### config.mk
export PLATFORM = sky130hd
export DESIGN_NAME = can_mode_control
export DESIGN_NICKNAME = d
export VERILOG_FILES = /design/src/hw/mode_ctl_pkg.sv /design/src/hw/bus_resync.sv /design/src/hw/can_mode_control.sv
export SDC_FILE = /design/constraint.sdc
export NUM_CORES = 1
export LEC_CHECK = 0
export BUFFER_PORTS_ARGS = -buffer_cell sky130_fd_sc_hd__buf_2
export CAP_MARGIN = 15
export CORE_UTILIZATION = 39
export CTS_CLUSTER_SIZE = 8
export DETAILED_ROUTE_END_ITERATION = 10
export GPL_TIMING_DRIVEN = 1
export HOLD_SLACK_MARGIN = 0.15
export PLACE_DENSITY = 0.61
export SLEW_MARGIN = 5
export SYNTH_ARGS = -nofsm -noshare
export SYNTH_HDL_FRONTEND = slang
export SYNTH_SLANG_ARGS = --single-unit
### constraint.sdc
create_clock -name REF_CLK -period 11.8 [get_ports REF_CLK]
set_input_delay 2.36 -clock REF_CLK [delete_from_list [all_inputs] [get_ports REF_CLK]]
set_output_delay 2.36 -clock REF_CLK [all_outputs]
set_load 0.005 [all_outputs]
### src/hw/mode_ctl_pkg.sv
// Shared constants for the CAN mode-request block
package mode_ctl_pkg;
  // ----------------------------------------
  // Register byte addresses
  // ----------------------------------------
  localparam logic [11:0] ADDR_CTL0 = 12'h000;
  localparam logic [11:0] ADDR_CTL1 = 12'h004;
  localparam logic [11:0] ADDR_RFLG = 12'h008;
  localparam logic [11:0] ADDR_RIER = 12'h00c;
  localparam logic [11:0] ADDR_TFLG = 12'h010;
  localparam logic [11:0] ADDR_TIER = 12'h014;
  localparam logic [11:0] ADDR_TARQ = 12'h018;
  localparam logic [11:0] ADDR_TAAK = 12'h01c;
  localparam logic [11:0] ADDR_TBSEL = 12'h020;
  localparam logic [11:0] ADDR_BTR0 = 12'h024;
  localparam logic [11:0] ADDR_BTR1 = 12'h028;
  localparam logic [11:0] ADDR_IDAC = 12'h02c;
  localparam logic [11:0] ADDR_STAT = 12'h030;
  localparam logic [11:0] ADDR_IDAR = 12'h040;
  localparam logic [11:0] ADDR_IDMR = 12'h060;
  localparam int ACC_REGS = 8;
  // ----------------------------------------
  // Field positions
  // ----------------------------------------
  localparam int CTL0_INIT_REQ = 0;
  localparam int CTL0_SLEEP_REQ = 1;
  localparam int CTL0_WAKE_EN = 2;
  localparam int CTL0_STOP_IN_WAIT = 3;
  localparam int CTL1_INIT_ACK = 0;
  localparam int CTL1_SLEEP_ACK = 1;
  localparam int RFLG_WAKE_FLAG = 7;
  localparam int RIER_WAKE_IE = 7;
  localparam int STAT_BUSOFF = 0;
  localparam int STAT_SYNCED = 1;
  // ----------------------------------------
  // Reset values and field masks
  // ----------------------------------------
  localparam logic [7:0] RST_CTL0 = 8'h01;
  localparam logic [7:0] RST_CTL1 = 8'h11;
  localparam logic [7:0] RST_ZERO = 8'h00;
  localparam logic [7:0] RST_TFLG = 8'h07;
  localparam logic [7:0] RST_BTR = 8'h00;
  localparam logic [7:0] RFLG_STAT_MASK = 8'h3c;
  localparam logic [7:0] RIER_STAT_MASK = 8'h3c;
  localparam logic [7:0] CTL0_KEEP_MASK = 8'h07;
  localparam logic [7:0] TFLG_EMPTY = 8'h07;
  // ----------------------------------------
  // Resync counts
  // ----------------------------------------
  localparam int IDLE_BITS = 11;
  localparam int BUSOFF_RUNS = 128;
  localparam logic [3:0] IDLE_BITS_M1 = 4'(IDLE_BITS - 1);
  localparam logic [7:0] BUSOFF_RUNS_M1 = 8'(BUSOFF_RUNS - 1);
  typedef enum logic [1:0] {MODE_RUN, MODE_SLEEP, MODE_INIT} mode_t;
endpackage

### src/hw/bus_resync.sv
// Counts recessive runs to regain bus synchronization after restart
`timescale 1ns/100ps
module bus_resync (
  input wire logic REF_CLK,
  input wire logic RST_N,
  input wire logic CE,
  input wire logic START,
  input wire logic BUS_OFF,
  input wire logic BIT_TICK,
  input wire logic RX_LEVEL,
  output logic SYNCED
);
  import mode_ctl_pkg::*;
  typedef struct packed {
    logic busy;
    logic synced;
    logic need_runs;
    logic [3:0] bits;
    logic [7:0] runs;
  } rs_t;
  rs_t s_q;
  rs_t s_d;
  assign SYNCED = s_q.synced;
  always_comb begin
    s_d = s_q;
    if (START) begin
      s_d.busy = 1'b1;
      s_d.synced = 1'b0;
      s_d.need_runs = BUS_OFF;
      s_d.bits = '0;
      s_d.runs = '0;
    end else if (s_q.busy && BIT_TICK) begin
      if (!RX_LEVEL) begin
        s_d.bits = '0;
      end else if (s_q.bits == IDLE_BITS_M1) begin
        s_d.bits = '0;
        if (!s_q.need_runs || s_q.runs == BUSOFF_RUNS_M1) begin
          s_d.busy = 1'b0;
          s_d.synced = 1'b1;
        end else begin
          s_d.runs = s_q.runs + 8'h01;
        end
      end else begin
        s_d.bits = s_q.bits + 4'h1;
      end
    end
  end
  always_ff @(posedge REF_CLK) begin
    if (!RST_N) begin
      s_q <= '0;
    end else if (CE) begin
      s_q <= s_d;
    end
  end
endmodule // bus_resync

### src/hw/can_mode_control.sv
// CAN controller mode request, grant and register protection logic
//
// Design decisions made here: the APB register port and the address map.
`timescale 1ns/100ps
module can_mode_control (
  input wire logic REF_CLK,
  input wire logic RST_N,
  input wire logic CE,
  input wire logic PSEL,
  input wire logic PENABLE,
  input wire logic PWRITE,
  input wire logic [11:0] PADDR,
  input wire logic [31:0] PWDATA,
  output logic [31:0] PRDATA,
  output logic PREADY,
  output logic PSLVERR,
  input wire logic RX_BUSY,
  input wire logic BUS_OFF,
  input wire logic BIT_TICK,
  input wire logic RX_PIN,
  input wire logic STOP_MODE,
  input wire logic WAIT_MODE,
  input wire logic CORE_TX,
  output logic TX_PIN,
  output logic ABORT_TRAFFIC,
  output logic SYNCED
);
  import mode_ctl_pkg::*;
  typedef struct packed {
    mode_t mode;
    logic [7:0] ctl0;
    logic [7:0] ctl1;
    logic [7:0] rflg;
    logic [7:0] rier;
    logic [7:0] tflg;
    logic [7:0] tier;
    logic [7:0] tarq;
    logic [7:0] taak;
    logic [7:0] tbsel;
    logic [7:0] btr0;
    logic [7:0] btr1;
    logic [7:0] idac;
    logic [ACC_REGS*8-1:0] idar;
    logic [ACC_REGS*8-1:0] idmr;
    logic [31:0] rdata;
    logic rx_meta;
    logic rx_sync;
    logic rx_prev;
    logic restart;
    logic tx;
  } st_t;
  st_t s_q;
  st_t s_d;
  logic wr;
  logic rd;
  logic known;
  logic [7:0] wb;
  logic in_init;
  logic bus_idle;
  logic [2:0] acc_idx;
  logic wake_edge;
  logic sleep_grant;
  logic stop_gate;
  logic resync_start;

  function automatic logic hit(input logic [11:0] a, input logic [11:0] b);
    return a == b;
  endfunction
  function automatic logic in_bank(input logic [11:0] a,
                                   input logic [11:0] base);
    return a >= base && a < base + 12'(ACC_REGS * 4);
  endfunction

  assign wr = PSEL && PENABLE && PWRITE;
  assign rd = PSEL && !PENABLE && !PWRITE;
  assign wb = PWDATA[7:0];
  assign acc_idx = PADDR[4:2];
  assign in_init = s_q.mode == MODE_INIT;
  assign bus_idle = !RX_BUSY && (s_q.tflg & TFLG_EMPTY) == TFLG_EMPTY;
  assign sleep_grant = s_q.ctl0[CTL0_SLEEP_REQ] && bus_idle;
  // Falling edge of the synced bus level
  assign wake_edge = s_q.rx_prev && !s_q.rx_sync;
  assign stop_gate = STOP_MODE || (WAIT_MODE && s_q.ctl0[CTL0_STOP_IN_WAIT]);
  // Init holds the resync counter cleared
  assign resync_start = s_q.restart || in_init;
  assign known = hit(PADDR, ADDR_CTL0) || hit(PADDR, ADDR_CTL1) ||
    hit(PADDR, ADDR_RFLG) || hit(PADDR, ADDR_RIER) ||
    hit(PADDR, ADDR_TFLG) || hit(PADDR, ADDR_TIER) ||
    hit(PADDR, ADDR_TARQ) || hit(PADDR, ADDR_TAAK) ||
    hit(PADDR, ADDR_TBSEL) || hit(PADDR, ADDR_BTR0) ||
    hit(PADDR, ADDR_BTR1) || hit(PADDR, ADDR_IDAC) ||
    hit(PADDR, ADDR_STAT) || in_bank(PADDR, ADDR_IDAR) ||
    in_bank(PADDR, ADDR_IDMR);

  // Zero wait states: each access ends after its setup
  assign PREADY = 1'b1;
  assign PSLVERR = PSEL && PENABLE && !known;
  assign PRDATA = s_q.rdata;
  assign TX_PIN = s_q.tx;
  assign ABORT_TRAFFIC = in_init;

  bus_resync u_resync (
    .REF_CLK(REF_CLK),
    .RST_N(RST_N),
    .CE(CE),
    .START(resync_start),
    .BUS_OFF(BUS_OFF),
    .BIT_TICK(BIT_TICK),
    .RX_LEVEL(s_q.rx_sync),
    .SYNCED(SYNCED)
  );

  always_comb begin
    s_d = s_q;
    s_d.rx_meta = RX_PIN;
    s_d.rx_sync = s_q.rx_meta;
    s_d.rx_prev = s_q.rx_sync;
    s_d.restart = 1'b0;
    // ----------------------------------------
    // Register writes
    // ----------------------------------------
    if (wr) begin
      if (hit(PADDR, ADDR_CTL0)) begin
        s_d.ctl0[CTL0_WAKE_EN] = wb[CTL0_WAKE_EN];
        if (wb[CTL0_SLEEP_REQ] && !s_q.rflg[RFLG_WAKE_FLAG]) begin
          s_d.ctl0[CTL0_SLEEP_REQ] = 1'b1;
        end
        if (!wb[CTL0_SLEEP_REQ] && s_q.ctl0[CTL0_SLEEP_REQ] &&
            s_q.ctl1[CTL1_SLEEP_ACK]) begin
          s_d.ctl0[CTL0_SLEEP_REQ] = 1'b0;
        end
        if (wb[CTL0_INIT_REQ]) begin
          s_d.ctl0[CTL0_INIT_REQ] = 1'b1;
        end
        if (!wb[CTL0_INIT_REQ] && s_q.ctl0[CTL0_INIT_REQ] &&
            s_q.ctl1[CTL1_INIT_ACK]) begin
          s_d.ctl0[CTL0_INIT_REQ] = 1'b0;
        end
        s_d.ctl0[7:3] = wb[7:3];
      end
      if (hit(PADDR, ADDR_RFLG)) begin
        s_d.rflg = s_q.rflg & ~wb;
      end
      if (hit(PADDR, ADDR_RIER)) begin
        s_d.rier = wb;
      end
      if (hit(PADDR, ADDR_TFLG)) begin
        s_d.tflg = s_q.tflg | wb;
      end
      if (hit(PADDR, ADDR_TIER)) begin
        s_d.tier = wb;
      end
      if (hit(PADDR, ADDR_TARQ)) begin
        s_d.tarq = wb;
      end
      if (hit(PADDR, ADDR_TBSEL)) begin
        s_d.tbsel = wb;
      end
      if (in_init) begin
        if (hit(PADDR, ADDR_CTL1)) begin
          s_d.ctl1[7:2] = wb[7:2];
        end
        if (hit(PADDR, ADDR_BTR0)) begin
          s_d.btr0 = wb;
        end
        if (hit(PADDR, ADDR_BTR1)) begin
          s_d.btr1 = wb;
        end
        if (hit(PADDR, ADDR_IDAC)) begin
          s_d.idac = wb;
        end
        if (in_bank(PADDR, ADDR_IDAR)) begin
          s_d.idar[acc_idx*8 +: 8] = wb;
        end
        if (in_bank(PADDR, ADDR_IDMR)) begin
          s_d.idmr[acc_idx*8 +: 8] = wb;
        end
      end
    end
    // ----------------------------------------
    // Mode sequencing
    // ----------------------------------------
    case (s_q.mode)
      MODE_RUN: begin
        if (s_q.ctl0[CTL0_INIT_REQ]) begin
          s_d.mode = MODE_INIT;
          s_d.ctl1[CTL1_INIT_ACK] = 1'b1;
        end else if (sleep_grant) begin
          s_d.mode = MODE_SLEEP;
          s_d.ctl1[CTL1_SLEEP_ACK] = 1'b1;
        end
      end
      MODE_SLEEP: begin
        if (s_q.ctl0[CTL0_INIT_REQ]) begin
          s_d.mode = MODE_INIT;
          s_d.ctl1[CTL1_INIT_ACK] = 1'b1;
        end else if (s_q.ctl0[CTL0_WAKE_EN] && wake_edge) begin
          // Bus activity drops the request; sleep ends next cycle
          s_d.ctl0[CTL0_SLEEP_REQ] = 1'b0;
          s_d.rflg[RFLG_WAKE_FLAG] = 1'b1;
        end else if (!s_q.ctl0[CTL0_SLEEP_REQ]) begin
          s_d.mode = MODE_RUN;
          s_d.ctl1[CTL1_SLEEP_ACK] = 1'b0;
        end
      end
      MODE_INIT: begin
        if (!s_q.ctl0[CTL0_INIT_REQ]) begin
          s_d.mode = MODE_RUN;
          s_d.ctl1[CTL1_INIT_ACK] = 1'b0;
          s_d.ctl1[CTL1_SLEEP_ACK] = 1'b0;
          s_d.ctl0[CTL0_SLEEP_REQ] = 1'b0;
          // Leaving init restarts the resync counter
          s_d.restart = 1'b1;
        end else begin
          // Hold traffic registers at reset while in init
          s_d.ctl0 = (s_d.ctl0 & CTL0_KEEP_MASK) |
            (RST_CTL0 & ~CTL0_KEEP_MASK);
          s_d.rflg = (s_q.rflg & RFLG_STAT_MASK) |
            (RST_ZERO & ~RFLG_STAT_MASK);
          s_d.rier = (s_q.rier & RIER_STAT_MASK) |
            (RST_ZERO & ~RIER_STAT_MASK);
          s_d.tflg = RST_TFLG;
          s_d.tier = RST_ZERO;
          s_d.tarq = RST_ZERO;
          s_d.taak = RST_ZERO;
          s_d.tbsel = RST_ZERO;
        end
      end
      default: begin
        s_d.mode = MODE_INIT;
      end
    endcase
    // ----------------------------------------
    // Transmit pin gating
    // ----------------------------------------
    s_d.tx = CORE_TX;
    if (s_d.ctl0[CTL0_INIT_REQ] || s_q.ctl0[CTL0_INIT_REQ]) begin
      s_d.tx = 1'b1;
    end
    if (stop_gate) begin
      s_d.tx = 1'b1;
    end
    // ----------------------------------------
    // Read data
    // ----------------------------------------
    if (rd) begin
      s_d.rdata = '0;
      if (hit(PADDR, ADDR_CTL0)) s_d.rdata[7:0] = s_q.ctl0;
      if (hit(PADDR, ADDR_CTL1)) s_d.rdata[7:0] = s_q.ctl1;
      if (hit(PADDR, ADDR_RFLG)) s_d.rdata[7:0] = s_q.rflg;
      if (hit(PADDR, ADDR_RIER)) s_d.rdata[7:0] = s_q.rier;
      if (hit(PADDR, ADDR_TFLG)) s_d.rdata[7:0] = s_q.tflg;
      if (hit(PADDR, ADDR_TIER)) s_d.rdata[7:0] = s_q.tier;
      if (hit(PADDR, ADDR_TARQ)) s_d.rdata[7:0] = s_q.tarq;
      if (hit(PADDR, ADDR_TAAK)) s_d.rdata[7:0] = s_q.taak;
      if (hit(PADDR, ADDR_TBSEL)) s_d.rdata[7:0] = s_q.tbsel;
      if (hit(PADDR, ADDR_BTR0)) s_d.rdata[7:0] = s_q.btr0;
      if (hit(PADDR, ADDR_BTR1)) s_d.rdata[7:0] = s_q.btr1;
      if (hit(PADDR, ADDR_IDAC)) s_d.rdata[7:0] = s_q.idac;
      if (hit(PADDR, ADDR_STAT)) begin
        s_d.rdata[STAT_BUSOFF] = BUS_OFF;
        s_d.rdata[STAT_SYNCED] = SYNCED;
      end
      if (in_bank(PADDR, ADDR_IDAR)) s_d.rdata[7:0] = s_q.idar[acc_idx*8 +: 8];
      if (in_bank(PADDR, ADDR_IDMR)) s_d.rdata[7:0] = s_q.idmr[acc_idx*8 +: 8];
    end
  end

  always_ff @(posedge REF_CLK) begin
    if (!RST_N) begin
      s_q <= '0;
      s_q.mode <= MODE_INIT;
      s_q.ctl0 <= RST_CTL0;
      s_q.ctl1 <= RST_CTL1;
      s_q.tflg <= RST_TFLG;
      s_q.rx_meta <= 1'b1;
      s_q.rx_sync <= 1'b1;
      s_q.rx_prev <= 1'b1;
      s_q.tx <= 1'b1;
    end else if (CE) begin
      s_q <= s_d;
    end
  end
endmodule // can_mode_control

==> results of run 1 <==
==> metal layers <==
metal  routed length [µm]  up-vias  global-route usage [%]
met5                    0        -                       0
met4                  653        0                    5.69
met3                 2830       53                    4.29
met2                15300      398                    34.5
met1                15600     4722                    32.3
li1                     -     4771                       -
==> power groups by stage <==
| stage | Clock, W | Combinational (W) | Sequential [W] |
|---|---|---|---|
| 3_5_place_dp | 0 | 0.000127 | 0.000857 |
| 3_3_place_gp | 0 | 0.000127 | 0.000857 |
| 2_1_floorplan | 0 | 0.0000917 | 0.000856 |
| 4_1_cts | 0.000923 | 0.000127 | 0.000841 |
| 5_1_grt | 0.000963 | 0.000140 | 0.000841 |
| 6_report | 0.000909 | 0.000130 | 0.000841 |
==> layout make-up <==
class	instances	area (µm²)	area share, %
Multi-Input combinational cell	965	6050	47.2
Clock inverter	3	45.0	0.352
Timing Repair Buffer	56	313	2.44
Tap cell	384	480	3.75
Clock buffer	37	915	7.14
Inverter	21	80.1	0.625
Sequential cell	246	4920	38.5
==> synthesized netlist by cell type (all sizes together), types with 5 or more instances <==
master	n	area, µm²
ha	12	150
nor2b	13	81.3
nand2	123	462
or4	6	48.8
nor2	152	578
o21ai	128	641
nand4	14	87.6
o211ai	10	75.1
nor3	18	100
a21oi	72	360
a32oi	26	228
a211o	6	52.6
and3	17	106
o32ai	5	43.8
inv	21	78.8
mux4	32	721
a22o	9	78.8
mux2i	53	531
dfxtp	246	4920
xor2	8	70.1
nand4b	6	52.6
a31o	21	184
buf	65	395
a31oi	15	93.8
nand2b	9	56.3
clkbuf	82	308
a211oi	6	45.0
or2	6	37.5
a221oi	7	61.3
nand3	111	556
a22oi	5	37.5
==> per-stage QoR <==
step	hold slack (ps)	util, %
floorplan	412	-
detailed placement	426	40.7
finish	434	44.0
CTS	433	44.0
global route	459	44.0
global placement	421	40.7
==> cells in the final DEF, fill, tap and decap left out, drive strengths merged, types with 4 or more instances in the layout <==
cell type  count
a22o           9
a211oi         6
and2           4
or4b           4
a31o          21
and3          17
inv           22
conb          25
a31oi         15
dfxtp        246
mux4          32
a32oi         26
o211ai        10
or2            6
xor2           8
nand2        123
mux2i         53
o21ai        128
nor3          18
a21oi         72
o32ai          5
ha            12
buf           56
a22oi          5
nand2b         9
nand4         14
nor2b         13
clkbuf        37
a211o          6
nand4b         6
a221oi         7
o31ai          4
nor2         152
or4            6
nand3        111
==> cells by family (layout without fill, tap and decap cells) <==
group,count (synthesis),after routing,share of synthesized area (%)
simple gates,501,501,20.4
flops,246,246,42.2
other cells,2,25,0.0644
buf+inv,168,117,6.70
compound gates,332,332,17.9
fa+ha+maj,12,12,1.29
xor+xnor,9,9,0.676
mux,86,86,10.8
==> final timing paths <==
path	startpoint	endpoint	slack [ps]
worst max-delay path	PADDR[2]	PSLVERR	4530
worst min-delay path	s_q[241]	s_q[241]	430
worst max register to register	s_q[261]	flop	8800
worst min register to register	s_q[241]	s_q[241]	430
==> tightest hold or removal path, stage by stage, from the launching register on <==
cell,delay [ps]
dfxtp_1,310
nand2_1,50
a31oi_1,30
==> impl_metrics.toml, run 1 <==
[timing]
tightest_slew_ps = 992
max_freq_ghz = 0.138
clock-skew-final_ps = 23.8
setup_viol = 0
setup_tns_ps = 0
final_max_slew_viol_count = 0
relSlewSlack_pct = 33.5
layout_worst_path_cycle_share_pct = 61.6
fin_ws_ps = 4530
hold_viol_final = 0
finalCriticalPeriod_ps = 7270
rsz0062_at_grt = "no"

[clocking]
cts_buffer_depth = 3
cts_root_buf = "clkbuf_16"
hold_buffers = 0
cts_setup_buffers = 0
insertion_delay_ps = 530
htree_num_levels = 2
post_cts_resized = 0
clock-sinks = 246
clk_pin_slew_ps = 50
cts_tree = "built"
cts_buffers = 36

[synth]
synth_seq_cells = 246
avgSynthCellArea_um2 = 8.60
yosys_warnings = 0
ys_types = 69
ys.flop_type = "dfxtp_1"
synth_cells = 1356
ys_async_sr_fraction_pct = 0
synthesis.area_um2 = 11700
synth_seq_area_share_pct = 42.2
synth_edf_count = 0

[pwr]
cellPowerDensity_nw_per_um2 = 147
leakagePower_nw = 4.77
ir_worst_vdd_mv = 0.0736
switchingPower_w = 0.000463
internal-power_w = 0.00142
switching_share_pct = 24.6
p_total_w = 0.00188
p_comb_share_pct = 6.9
seqPwrFrac_pct = 44.7
p_clk_share_pct = 48.4

[drt]
drtPass1Iterations = 5
routed_via_density = 5.81
wl_mm = 34.4
drt_iter0_drc = 1023
antenna_left = 0
drc = 0
vias = 9944
wl_per_cell_um = 20.1

[floorplanning]
rows = 62
coreArea_um2 = 29100
ioPinCount = 94
die_w_um = 175
start_util_pct = 40.1
dieArea_um2 = 30600
die_height_um = 175

[final_layout]
drive_above_1_share_pct = 12.4
fill_cells = 2878
finalNetCount = 1395
finalNonFillerCells = 1712
finalInstanceArea_um2 = 12800
area_growth_pct = 9.77
n_antenna_cell = 0

[global_route]
grt_overflow = 0
grt_pass1_vias = 8946
grt_pass1_wl_mm = 53.4
grt_usage_pct = 22.5
grt_antenna_before_repair = 0
grt_max_degree = 67

[place]
dp.cells = 1672
io_buffers = 44
place_area_um2 = 11800
hpwl_mm = 22.3
place_ws_ps = 4540
place_congestion = 0.870

[hold_path]
min_path_cells = 2
hold_class = "flop to flop"

[setup_path]
required_ps = 9440
cp_num_buf_inv = 5
r2r_cells = 6
crit_family = "buffers and inverters"
slowest_delay_ps = 550
crit_slowest_cell = "buf_4"
path_cells = "buf_2 -> buf_4 -> inv_1 -> ha_1 -> buf_4 -> nor3_1 -> a21oi_1 -> o211ai_1 -> and4b_1 -> buf_2"
crit_cells = 10
setup.worst_path.class = "input port to primary output"
critical_path.max_fanout = 46
startpoint_type = "input port"
arrival_ps = 4910
cp-end-kind = "primary output"

[flow_run]
cap_violations = 0

[status]
status = "completed"
Note: power is estimated with default switching activity, not from simulation.
==> inputs of run 2 (changes only) <==
- clock period: 11.8 -> 7.5 ns (I/O delays scaled with it)
==> run 2 against run 1 <==
Net effect:
- final cell count is the same
- total power grew 58%
- sequential power grew 57%
- critical path depth shrank 2
- wire length grew 2.0%
- core utilization is essentially flat
- clock-buffer cell count grew 3
- register-to-register slack lost 4300 ps
- worst setup slack lost 1800 ps
- sequential share of layout area is essentially flat
- critical path type unchanged
- cell area is essentially flat
==> impl_metrics.toml, run 2 (synthesis results as in run 1) <==
[drt]
drc = 0
wl_per_cell_um = 20.5
antenna_left = 0
drtPass1Iterations = 5
drt_iter0_drc = 1017
vias = 10040
routed_via_density = 5.86
wl_mm = 35.1

[hold_path]
hold_class = "flop to flop"
min_from = "s_q[241]"

[timing]
setup_viol = 0
clock-skew-final_ps = 20.8
rsz0062_at_grt = "no"
relSlewSlack_pct = 28.1
hold_viol_final = 0
finalCriticalPeriod_ps = 4800
tightest_slew_ps = 1070
setup_tns_ps = 0
max_freq_ghz = 0.209
final_max_slew_viol_count = 0
fin_ws_ps = 2700
layout_worst_path_cycle_share_pct = 63.9

[floorplanning]
die_height_um = 175
ioPinCount = 94
coreArea_um2 = 29100
dieArea_um2 = 30600
rows = 62
start_util_pct = 40.1
die_w_um = 175

[flow_run]
cap_violations = 0

[final_layout]
drive_above_1_share_pct = 12.3
register_area_um2 = 4920
multi_input_area_um2 = 6050
layout_common_cells = "246 x dfxtp_1, 151 x nor2_1, 127 x o21ai_0, 123 x nand2_1, 111 x nand3_1"
n_antenna_cell = 0
layout_commonest_cell = "dfxtp_1"
finalNetCount = 1394
finalNonFillerCells = 1712
finalInstanceArea_um2 = 12800
area_growth_pct = 9.83
fill_cells = 2848

[clocking]
cts_setup_buffers = 0
cts_tree = "built"
hold_buffers = 0
htree_num_levels = 2
cts_root_buf = "clkbuf_16"
clk_pin_slew_ps = 50
post_cts_resized = 0
cts_buffer_depth = 3
clock-sinks = 246
cts_buffers = 36
insertion_delay_ps = 510

[setup_path]
setup.worst_path.class = "input port to primary output"
cp_common_cell = "buf_2"
critical_path.max_fanout = 52
crit_slowest_cell = "buf_4"
arrival_ps = 3300
startpoint_type = "input port"
r2r-start = "s_q[261]"
worstSetupStartpoint = "PADDR[3]"
required_ps = 6000
crit_family = "buffers and inverters"
path_cells = "buf_2 -> ha_1 -> buf_4 -> nor3_1 -> a21oi_1 -> o211ai_1 -> and4b_1 -> buf_2"
cp-end-kind = "primary output"
cp_num_buf_inv = 3
slowest_delay_ps = 460

[global_route]
grt_usage_pct = 22.9
grt_pass1_vias = 9267
grt_antenna_before_repair = 1
grt_overflow = 0
grt_pass1_wl_mm = 54.4
grt_max_degree = 80

[pwr]
cellPowerDensity_nw_per_um2 = 231
ir_worst_vdd_mv = 0.102
leakagePower_nw = 4.77

[place]
io_buffers = 44
dp.cells = 1671
hpwl_mm = 22.5
place_congestion = 0.852
place_area_um2 = 11800
place_ws_ps = 2740

[status]
status = "completed"
## run 2: cell types whose count changed in the layout (fill, tap and decap cells not counted), sizes merged
cell	previous run	this run
clkbuf	37	40
inv	22	20
buf	56	55
## run 2: worst paths after layout
check                           endpoint  depth (start not counted)  slack [ps]
worst max-delay path             PSLVERR                          8        2700
worst min-delay path            s_q[241]                          2         430
worst min register to register  s_q[241]                          2         430
worst max register to register      flop                          6        4490
## run 2: area by class of cell
| cell class | count | share of cell area [%] |
|---|---|---|
| flip-flops and latches | 246 | 38.4 |
| well taps | 384 | 3.75 |
| multi-input cells | 965 | 47.2 |
| clock inverters | 1 | 0.127 |
| inverters | 21 | 0.625 |
| repair buffers | 55 | 2.38 |
| clock buffers | 40 | 7.48 |
## run 2: tightest hold or removal path: stages, from the launching register on
cell,delay [ps]
dfxtp_1,310
nand2_1,50
a31oi_1,30
## run 2: stage by stage
step	power [W]	hold slack [ps]	util, %
floorplan	0.00149	412	-
CTS	0.00299	432	44.0
global placement	0.00155	421	40.7
finish	0.00297	432	44.0
detailed placement	0.00155	425	40.7
global route	0.00306	459	44.0
## run 2: power breakdown
| part | internal [W] | total [W] | switching (W) |
|---|---|---|---|
| registers | 0.00132 | 0.00132 | 0.00000643 |
| clock network | 0.000889 | 0.00144 | 0.000549 |
| logic | 0.0000510 | 0.000205 | 0.000154 |
## run 2: metal layers
metal  part of all wire, %  track usage [%]
met2                    44             34.7
met1                    46             32.6
met3                   7.2             3.92
met5                     0                0
met4                   3.2             8.51
